===== config.mk =====
export PLATFORM = sky130hd
export DESIGN_NAME = ppmc_regs
export DESIGN_NICKNAME = d
export VERILOG_FILES = /design/src/verilog/ppmc_pkg.sv /design/src/verilog/ppmc_copper_port.sv /design/src/verilog/ppmc_regs.sv
export SDC_FILE = /design/constraint.sdc
export NUM_CORES = 1
export LEC_CHECK = 0
export ABC_AREA = 1
export BUFFER_PORTS_ARGS = -buffer_cell sky130_fd_sc_hd__buf_2
export CAP_MARGIN = 10
export CORE_ASPECT_RATIO = 2
export CORE_MARGIN = 2
export CORE_UTILIZATION = 51
export DETAILED_ROUTE_END_ITERATION = 16
export GPL_TIMING_DRIVEN = 1
export PLACE_DENSITY_LB_ADDON = 0.12
export SYNTH_ARGS = -nofsm -noshare
export SYNTH_HDL_FRONTEND = slang
export SYNTH_SLANG_ARGS = --single-unit

===== constraint.sdc =====
create_clock -name clk -period 1.8 [get_ports clk]
set_clock_uncertainty 0.15 [all_clocks]
set_input_delay 0.27 -clock clk [delete_from_list [all_inputs] [get_ports clk]]
set_output_delay 0.27 -clock clk [all_outputs]
set_load 0.01 [all_outputs]

===== src/verilog/ppmc_pkg.sv =====
// Shared offsets, field positions, reset values and states of the port config bank
package ppmc_pkg;

  // Register indices; byte address is four times {port, index}
  localparam logic [11:0] IDX_AUTO_XOVER   = 12'h138;
  localparam logic [11:0] IDX_SPECIAL      = 12'h13C;
  localparam logic [11:0] IDX_PHY_CTRL     = 12'h13E;
  localparam logic [11:0] IDX_MP_CTRL0     = 12'h300;
  localparam logic [11:0] IDX_MP_CTRL1     = 12'h301;
  localparam logic [1:0]  MEDIA_PORT       = 2'h3;
  localparam int          ADDR_W           = 16;

  // Field positions
  localparam int XOVER_OFF_BIT    = 6;
  localparam int FORCE_MDI_BIT    = 7;
  localparam int SINGLE_IND_BIT   = 9;
  localparam int JABBER_EN_BIT    = 9;
  localparam int SPD1000_BIT      = 6;
  localparam int SPD100_BIT       = 5;
  localparam int SPD10_BIT        = 4;
  localparam int DUPLEX_BIT       = 3;
  localparam int MASTER_BIT       = 2;
  localparam int MP_DUPLEX_BIT    = 6;
  localparam int MP_TXFC_BIT      = 5;
  localparam int MP_SPD100_BIT    = 4;
  localparam int MP_RXFC_BIT      = 3;
  localparam int MP_GIG_BIT       = 6;

  // Values after reset and writable masks
  localparam logic [15:0] AUTO_XOVER_RST   = 16'h2400;
  localparam logic [15:0] SPECIAL_RST      = 16'hF800;
  localparam logic [15:0] PHY_CTRL_RST     = 16'h0300;
  localparam logic [15:0] PHY_CTRL_RW_MASK = 16'hF382;
  localparam logic [7:0]  MP_CTRL0_RST     = 8'h50;
  localparam logic [7:0]  MP_CTRL0_RW_MASK = 8'h7F;
  localparam logic [7:0]  MP_CTRL1_RST     = 8'h08;

  // Resolved speed codes
  localparam logic [1:0] SPEED_10    = 2'h0;
  localparam logic [1:0] SPEED_100   = 2'h1;
  localparam logic [1:0] SPEED_1000  = 2'h2;

  // Jabber limit in clock cycles
  localparam int JABBER_LIMIT_CYCLES = 2048;

  typedef enum logic {BUS_IDLE, BUS_DONE} ppmc_bus_state_t;

endpackage : ppmc_pkg


===== src/verilog/ppmc_copper_port.sv =====
// Per copper port crossover, workaround and control/status registers
`timescale 1ns/10ps
module ppmc_copper_port #(
  parameter int JABBER_LIMIT = ppmc_pkg::JABBER_LIMIT_CYCLES
) (
  // Clock and reset
  input  wire logic        clk,
  input  wire logic        sys_rst,
  // Register writes
  input  wire logic        wr_xover,
  input  wire logic        wr_special,
  input  wire logic        wr_phy_ctrl,
  input  wire logic [15:0] wdata,
  input  wire logic [15:0] wmask,
  // Resolved PHY state
  input  wire logic        link_resolved,
  input  wire logic [1:0]  speed_code,
  input  wire logic        duplex_full,
  input  wire logic        master_role,
  input  wire logic        tx_active,
  // Register readout
  output logic      [15:0] xover_rd,
  output logic      [15:0] special_rd,
  output logic      [15:0] phy_ctrl_rd,
  // Controls
  output logic             auto_xover_en,
  output logic             force_mdi,
  output logic             single_indicator_fix,
  output logic             jabber_en,
  output logic             jabber_detect
);
  import ppmc_pkg::*;

  localparam int CW = $clog2(JABBER_LIMIT + 1);

  logic [15:0]   xover;
  logic [15:0]   special;
  logic [15:0]   phy_ctrl;
  logic [CW-1:0] jab_cnt;
  logic [2:0]    speed_onehot;

  always_ff @(posedge clk) begin
    if (sys_rst) begin
      xover <= AUTO_XOVER_RST;
    end else if (wr_xover) begin
      xover <= (xover & ~wmask) | (wdata & wmask);
    end
  end

  always_ff @(posedge clk) begin
    if (sys_rst) begin
      special <= SPECIAL_RST;
    end else if (wr_special) begin
      special <= (special & ~wmask) | (wdata & wmask);
    end
  end

  always_ff @(posedge clk) begin
    if (sys_rst) begin
      phy_ctrl <= PHY_CTRL_RST;
    end else if (wr_phy_ctrl) begin
      phy_ctrl <= (phy_ctrl & ~(wmask & PHY_CTRL_RW_MASK)) | (wdata & wmask & PHY_CTRL_RW_MASK);
    end
  end

  // Crossover controls
  always_ff @(posedge clk) begin
    if (sys_rst) begin
      auto_xover_en <= 1'b1;
      force_mdi     <= 1'b0;
    end else begin
      auto_xover_en <= ~xover[XOVER_OFF_BIT];
      force_mdi     <= xover[XOVER_OFF_BIT] & xover[FORCE_MDI_BIT];
    end
  end

  always_ff @(posedge clk) begin
    if (sys_rst) begin
      single_indicator_fix <= 1'b0;
      jabber_en            <= 1'b1;
    end else begin
      single_indicator_fix <= special[SINGLE_IND_BIT];
      jabber_en            <= phy_ctrl[JABBER_EN_BIT];
    end
  end

  // Jabber counter runs only while enabled
  always_ff @(posedge clk) begin
    if (sys_rst) begin
      jab_cnt       <= '0;
      jabber_detect <= 1'b0;
    end else if (!phy_ctrl[JABBER_EN_BIT] || !tx_active) begin
      jab_cnt       <= '0;
      jabber_detect <= 1'b0;
    end else if (jab_cnt == CW'(JABBER_LIMIT)) begin
      jabber_detect <= 1'b1;
    end else begin
      jab_cnt <= jab_cnt + CW'(1);
    end
  end

  // At most one speed bit, none without a resolved link
  always_comb begin
    speed_onehot = 3'h0;
    if (link_resolved) begin
      case (speed_code)
        SPEED_10:   speed_onehot = 3'h1;
        SPEED_100:  speed_onehot = 3'h2;
        SPEED_1000: speed_onehot = 3'h4;
        default:    speed_onehot = 3'h0;
      endcase
    end
  end

  always_comb begin
    xover_rd                 = xover;
    special_rd               = special;
    phy_ctrl_rd              = phy_ctrl & PHY_CTRL_RW_MASK;
    phy_ctrl_rd[SPD1000_BIT] = speed_onehot[2];
    phy_ctrl_rd[SPD100_BIT]  = speed_onehot[1];
    phy_ctrl_rd[SPD10_BIT]   = speed_onehot[0];
    phy_ctrl_rd[DUPLEX_BIT]  = link_resolved & duplex_full;
    phy_ctrl_rd[MASTER_BIT]  = link_resolved & master_role;
  end

endmodule : ppmc_copper_port


===== src/verilog/ppmc_regs.sv =====
// Avalon-MM register bank for copper ports 1-2 and the media port 3 MAC
`timescale 1ns/10ps
// What this block does
// - Crossover-disable bit 6 set turns off automatic crossover; reset leaves it on.
// - With crossover off, forced-polarity bit 7 picks MDI at 1, MDI-X at 0.
// - Forced-polarity bit has no effect while automatic crossover is on.
// - Jabber counter runs only while jabber-enable bit 9 is set; reset sets it.
// - Bits 6,5,4 report resolved 1000/100/10 speed; bit 3 reports full duplex.
// - Bit 2 reports gigabit master at 1, slave at 0.
// - Port 3 MAC runs full duplex while bit 6 is 1, the reset value.
// - Port 3 transmit flow control only while bit 5 set; off after reset.
// - Port 3 receive flow control only while bit 3 set; off after reset.
// - The 10/100 speed bit 4 is ignored when gigabit is selected.
// - Without gigabit, port 3 runs 100 Mb/s at bit 4 high, else 10.
// - Companion register bit 6 high selects gigabit; low defers to bit 4.
module ppmc_regs #(
  parameter int          JABBER_LIMIT = ppmc_pkg::JABBER_LIMIT_CYCLES,
  parameter logic        GIG_DEFAULT  = 1'b0
) (
  // Clock and reset
  input  wire logic                         clk,
  input  wire logic                         sys_rst,
  // Avalon-MM slave
  input  wire logic [ppmc_pkg::ADDR_W-1:0]  address,
  input  wire logic                         read,
  input  wire logic                         write,
  input  wire logic [31:0]                  writedata,
  input  wire logic [3:0]                   byteenable,
  output logic      [31:0]                  readdata,
  output logic                              waitrequest,
  // Resolved state of copper ports 1-2, bit 0 is port 1
  input  wire logic [1:0]                   link_resolved,
  input  wire logic [3:0]                   speed_code,
  input  wire logic [1:0]                   duplex_full,
  input  wire logic [1:0]                   master_role,
  input  wire logic [1:0]                   tx_active,
  // Copper port controls
  output logic      [1:0]                   auto_xover_en,
  output logic      [1:0]                   force_mdi,
  output logic      [1:0]                   single_indicator_fix,
  output logic      [1:0]                   jabber_en,
  output logic      [1:0]                   jabber_detect,
  // Media port 3 MAC controls
  output logic                              mp_full_duplex,
  output logic                              mp_tx_flow_en,
  output logic                              mp_rx_flow_en,
  output logic      [1:0]                   mp_speed_code
);
  import ppmc_pkg::*;

  localparam int IW = ADDR_W - 2;

  // Register index decode
  function automatic logic hit(input logic [IW-1:0] idx, input logic [1:0] port,
                               input logic [11:0] off);
    hit = (idx[IW-1:12] == port) && (idx[11:0] == off);
  endfunction : hit

  ppmc_bus_state_t bus_state;
  logic [IW-1:0]   idx;
  logic [15:0]     wmask;
  logic            wr_take;
  logic [31:0]     next_readdata;

  logic [7:0]      mp_ctrl0;
  logic [7:0]      mp_ctrl1;

  logic [15:0]     xover_rd    [2];
  logic [15:0]     special_rd  [2];
  logic [15:0]     phy_ctrl_rd [2];

  assign idx   = address[ADDR_W-1:2];
  assign wmask = {{8{byteenable[1]}}, {8{byteenable[0]}}};

  // One wait cycle, then the request is taken
  assign waitrequest = (read | write) & (bus_state != BUS_DONE);
  assign wr_take     = write & (bus_state == BUS_DONE);

  always_ff @(posedge clk) begin
    if (sys_rst) begin
      bus_state <= BUS_IDLE;
    end else begin
      case (bus_state)
        BUS_IDLE: begin
          if (read | write) begin
            bus_state <= BUS_DONE;
          end
        end
        BUS_DONE: begin
          bus_state <= BUS_IDLE;
        end
        default: begin
          bus_state <= BUS_IDLE;
        end
      endcase
    end
  end

  // Read data captured ahead and held through the taking edge
  always_ff @(posedge clk) begin
    if (sys_rst) begin
      readdata <= 32'h0000_0000;
    end else if (read && bus_state == BUS_IDLE) begin
      readdata <= next_readdata;
    end
  end

  // Read multiplexer; unmapped addresses read zero
  always_comb begin
    next_readdata = 32'h0000_0000;
    for (int p = 0; p < 2; p++) begin
      if (hit(idx, 2'(p + 1), IDX_AUTO_XOVER)) begin
        next_readdata = {16'h0000, xover_rd[p]};
      end
      if (hit(idx, 2'(p + 1), IDX_SPECIAL)) begin
        next_readdata = {16'h0000, special_rd[p]};
      end
      if (hit(idx, 2'(p + 1), IDX_PHY_CTRL)) begin
        next_readdata = {16'h0000, phy_ctrl_rd[p]};
      end
    end
    if (hit(idx, MEDIA_PORT, IDX_MP_CTRL0)) begin
      next_readdata = {24'h000000, mp_ctrl0};
    end
    if (hit(idx, MEDIA_PORT, IDX_MP_CTRL1)) begin
      next_readdata = {24'h000000, mp_ctrl1};
    end
  end

  // Copper ports 1-2
  genvar g;
  generate
    for (g = 0; g < 2; g++) begin : g_copper
      ppmc_copper_port #(
        .JABBER_LIMIT (JABBER_LIMIT)
      ) u_port (
        .clk                  (clk),
        .sys_rst              (sys_rst),
        .wr_xover             (wr_take && hit(idx, 2'(g + 1), IDX_AUTO_XOVER)),
        .wr_special           (wr_take && hit(idx, 2'(g + 1), IDX_SPECIAL)),
        .wr_phy_ctrl          (wr_take && hit(idx, 2'(g + 1), IDX_PHY_CTRL)),
        .wdata                (writedata[15:0]),
        .wmask                (wmask),
        .link_resolved        (link_resolved[g]),
        .speed_code           (speed_code[2*g+1:2*g]),
        .duplex_full          (duplex_full[g]),
        .master_role          (master_role[g]),
        .tx_active            (tx_active[g]),
        .xover_rd             (xover_rd[g]),
        .special_rd           (special_rd[g]),
        .phy_ctrl_rd          (phy_ctrl_rd[g]),
        .auto_xover_en        (auto_xover_en[g]),
        .force_mdi            (force_mdi[g]),
        .single_indicator_fix (single_indicator_fix[g]),
        .jabber_en            (jabber_en[g]),
        .jabber_detect        (jabber_detect[g])
      );
    end
  endgenerate

  // Media port MAC control register
  always_ff @(posedge clk) begin
    if (sys_rst) begin
      mp_ctrl0 <= MP_CTRL0_RST;
    end else if (wr_take && byteenable[0] && hit(idx, MEDIA_PORT, IDX_MP_CTRL0)) begin
      mp_ctrl0 <= writedata[7:0] & MP_CTRL0_RW_MASK;
    end
  end

  // Companion register holding the gigabit select
  always_ff @(posedge clk) begin
    if (sys_rst) begin
      mp_ctrl1 <= MP_CTRL1_RST;
      mp_ctrl1[MP_GIG_BIT] <= GIG_DEFAULT;
    end else if (wr_take && byteenable[0] && hit(idx, MEDIA_PORT, IDX_MP_CTRL1)) begin
      mp_ctrl1 <= writedata[7:0];
    end
  end

  // Media port MAC mode
  always_ff @(posedge clk) begin
    if (sys_rst) begin
      mp_full_duplex <= 1'b1;
      mp_tx_flow_en  <= 1'b0;
      mp_rx_flow_en  <= 1'b0;
    end else begin
      mp_full_duplex <= mp_ctrl0[MP_DUPLEX_BIT];
      mp_tx_flow_en  <= mp_ctrl0[MP_TXFC_BIT];
      mp_rx_flow_en  <= mp_ctrl0[MP_RXFC_BIT];
    end
  end

  // Media port speed
  always_ff @(posedge clk) begin
    if (sys_rst) begin
      mp_speed_code <= SPEED_100;
    end else if (mp_ctrl1[MP_GIG_BIT]) begin
      mp_speed_code <= SPEED_1000;
    end else if (mp_ctrl0[MP_SPD100_BIT]) begin
      mp_speed_code <= SPEED_100;
    end else begin
      mp_speed_code <= SPEED_10;
    end
  end

endmodule : ppmc_regs


==> flow_summary.yaml <==
global_route:
  grt_start_max_net_pins: 43
  grt_overflow_total: 0
  antenna_found_initial: 0
  grt_usage: 0.278
  grt_pass1_vias: 6437
  grt_pass1_wl_um: 31600
floorplan:
  die_h_um: 169
  rows: 60
  core_area_um2: 13400
  initial_utilization: 0.519
  die_area_um2: 14700
  chipWidth_um: 86.7
  pin_count: 116
power_and_ir_drop:
  p_int_mw: 5.46
  swShare: 0.243
  p_sw_mw: 1.76
  p_comb_frac: 0.056
  p_per_area_nw_per_um2: 828
  power_mw: 7.22
  pwr-share-clk: 0.479
  peakVddDrop_mv: 0.707
  total_leakage_power_nw: 3.87
  pwr-share-seq: 0.465
synth:
  synth-seq-area-share: 0.434
  synthTopCellsByArea: "dfxtp_1 43%, o21ai_0 8.9%, a21oi_1 7.8%"
  synth-async-reset-ratio: 0
  yosysTopAreaCell: "dfxtp_1"
  synth_seq_cells: 151
  yosysWarnings: 0
  synthCells: 950
  synth_area_um2: 6970
  yosysTopAreaCellShare: 0.434
  syn-mean-instance-area_um2: 7.34
  synth_edf_count: 0
  yosysUniqueCellTypes: 38
  synth_common_cells: "151 x dfxtp_1, 137 x inv_1, 124 x o21ai_0"
  yosys.cell_count.top_type: "dfxtp_1"
  yosys_most_used_dff: "dfxtp_1"
sta:
  setup_viol: 0
  period_minus_slack_ns: 1.68
  hold_viol: 0
  fmax_mhz: 597
  slew_viol_final: 0
  finalCritPeriodShare: 0.931
finish:
  stdcell_count: 1272
  antenna_cells: 0
  fillers: 1256
  layout-area-overhead-vs-synth_pct: 25.2
  drive_above_1_share: 0.218
  nets: 1176
cts:
  cts_setup_buffers: 0
  cts_buffers: 17
  cts_max_path_buffers: 2
  cts_root_buf: "clkbuf_16"
  cts_max_level: 4
  cts_sinks: 151
  clk_latency_ns: 0.42
  clk_pin_slew_ns: 0.06
  tritoncts: "yes"
setup_path:
  critical-path-top-delay-family: "simple AND/OR/NAND/NOR gates"
  start_kind: "input port"
  required_ns: 2.00
  slowest_stage: "nor3_1"
  cp.buffers_inverters: 4
  endpoint_kind: "flop"
  rrSetupSlack_ns: 0.14
  path_class: "in -> reg"
  critPathArrivalTime_ns: 1.87
  crit_chain: "buf_2 -> nor2_1 -> nand3_1 -> nor3_1 -> buf_4 -> nand2_1 -> buf_4 -> inv_1 -> a21oi_1 -> nand3_1 -> nand2_1 -> a21oi_1"
  critPathMaxStageDelay_ns: 0.38
  worstPathMaxFanout: 11
detailed_routing:
  avgViaCountPerCell: 5.34
  drc: 0
  vias: 6790
  drtPass1Iterations: 6
  drt-initial-drc-count: 399
  ant_nets: 0
  wl_per_cell_um: 15.6
  routed_wirelength_um: 19800
place:
  gp_congestion: 0.937
  dpl.hpwl_um: 15400
  dp_cells: 1232
  port-buffer-count: 79
job:
  drv_cap: 0
hold_path:
  hold_path.class: "in -> reg"
status:
  status: "complete, no violations"
==> per-layer routing <==
metal  vias to the layer above  track usage  part of all wire  wire [um]
met3                        51       0.0370             0.026        515
met1                      3123        0.275              0.36       7160
met2                       164        0.531              0.56      11100
li1                       3452            -                 -          -
met4                         0        0.163             0.052       1030
met5                         -            0                 0          0
==> worst min-delay path, delay by kind of cell <==
kind                   cells  cell delay [ns]
and+or+nand+nor            2             0.16
buffers and inverters      1             0.09
==> final cells by class <==
class | count | area [um2] | area share
inverters | 140 | 526 | 0.0602
flip-flops and latches | 151 | 3020 | 0.346
well taps | 155 | 194 | 0.0222
repair buffers | 183 | 1280 | 0.147
multi-input cells | 611 | 3130 | 0.358
clock inverters | 14 | 138 | 0.0158
clock buffers | 18 | 439 | 0.0503
==> power groups by stage <==
stage | logic [mW] | clock network, mW | registers (mW)
after global routing | 0.442 | 3.66 | 3.36
final | 0.407 | 3.46 | 3.36
after CTS | 0.403 | 3.50 | 3.36
after floorplan | 0.216 | 0 | 3.43
after detailed placement | 0.389 | 0 | 3.43
after global placement | 0.387 | 0 | 3.43
==> placed cells by master, fill, tap and decap left out, types with 2 or more instances in the layout <==
cell type	count
dfxtp_1	151
inv_1	136
o21ai_0	123
nand2_1	110
a21oi_1	109
buf_4	89
buf_2	79
nor2_1	68
nand3_1	42
nand4_1	34
clkbuf_16	17
conb_1	16
nor2_2	14
a31oi_1	11
nor3_1	11
a211oi_1	9
o211ai_1	9
dlygate4sd3_1	8
buf_12	7
nand3_2	6
o21ai_1	6
o21bai_1	6
o22ai_1	6
clkinvlp_4	6
nor2_4	5
ha_1	4
inv_6	4
inv_2	3
or2_2	3
nand3b_1	3
nor3b_1	3
nand3_4	2
nor3_2	2
nor4_1	2
inv_8	2
==> stage by stage <==
| stage | instance area [um2] | hold slack (ns) | TNS (ns) | setup slack (ns) | util |
|---|---|---|---|---|---|
| finish | 8730 | 0.00313 | 0 | 0.124 | 0.650 |
| detailed placement | 8050 | 0.263 | -13.36 | -0.355 | 0.599 |
| global placement | 8050 | 0.253 | -12.40 | -0.313 | 0.599 |
| global route | 8730 | 0.00933 | -0.00207 | -0.00207 | 0.650 |
| CTS | 8710 | 0.00246 | 0 | 0.0196 | 0.648 |
| floorplan | 7030 | 0.240 | 0 | 0.118 | - |
==> final timing paths <==
| path | startpoint | endpoint | depth (start not counted) |
|---|---|---|---|
| worst max-delay path | address[4] | readdata[2] | 12 |
| worst min-delay path | read | bus_state | 3 |
| worst max register to register | g_copper[0].u_port.jab_cnt[1] | g_copper[0].u_port.jab_cnt[11] | 9 |
| worst min register to register | flop | g_copper[1].u_port.auto_xover_en | 1 |
==> repair_timing <==
item,4_1_cts,5_1_grt
hold endpoints to repair,11,0
resized for setup,0,6
endpoints found under the setup margin,0,10
hold buffers,8,0
==> cell families (layout without fill, tap and decap cells) <==
logic type / count (synthesis) / in the layout / synth area share
compound gates: 283 / 283 / 0.217
xor+xnor: 1 / 1 / 0.00126
fa+ha+maj: 4 / 4 / 0.00718
buf+inv: 203 / 355 / 0.129
flops: 151 / 151 / 0.434
other cells: 1 / 16 / 0.000538
simple gates: 307 / 307 / 0.211
Note: power is estimated with default switching activity, not from simulation.
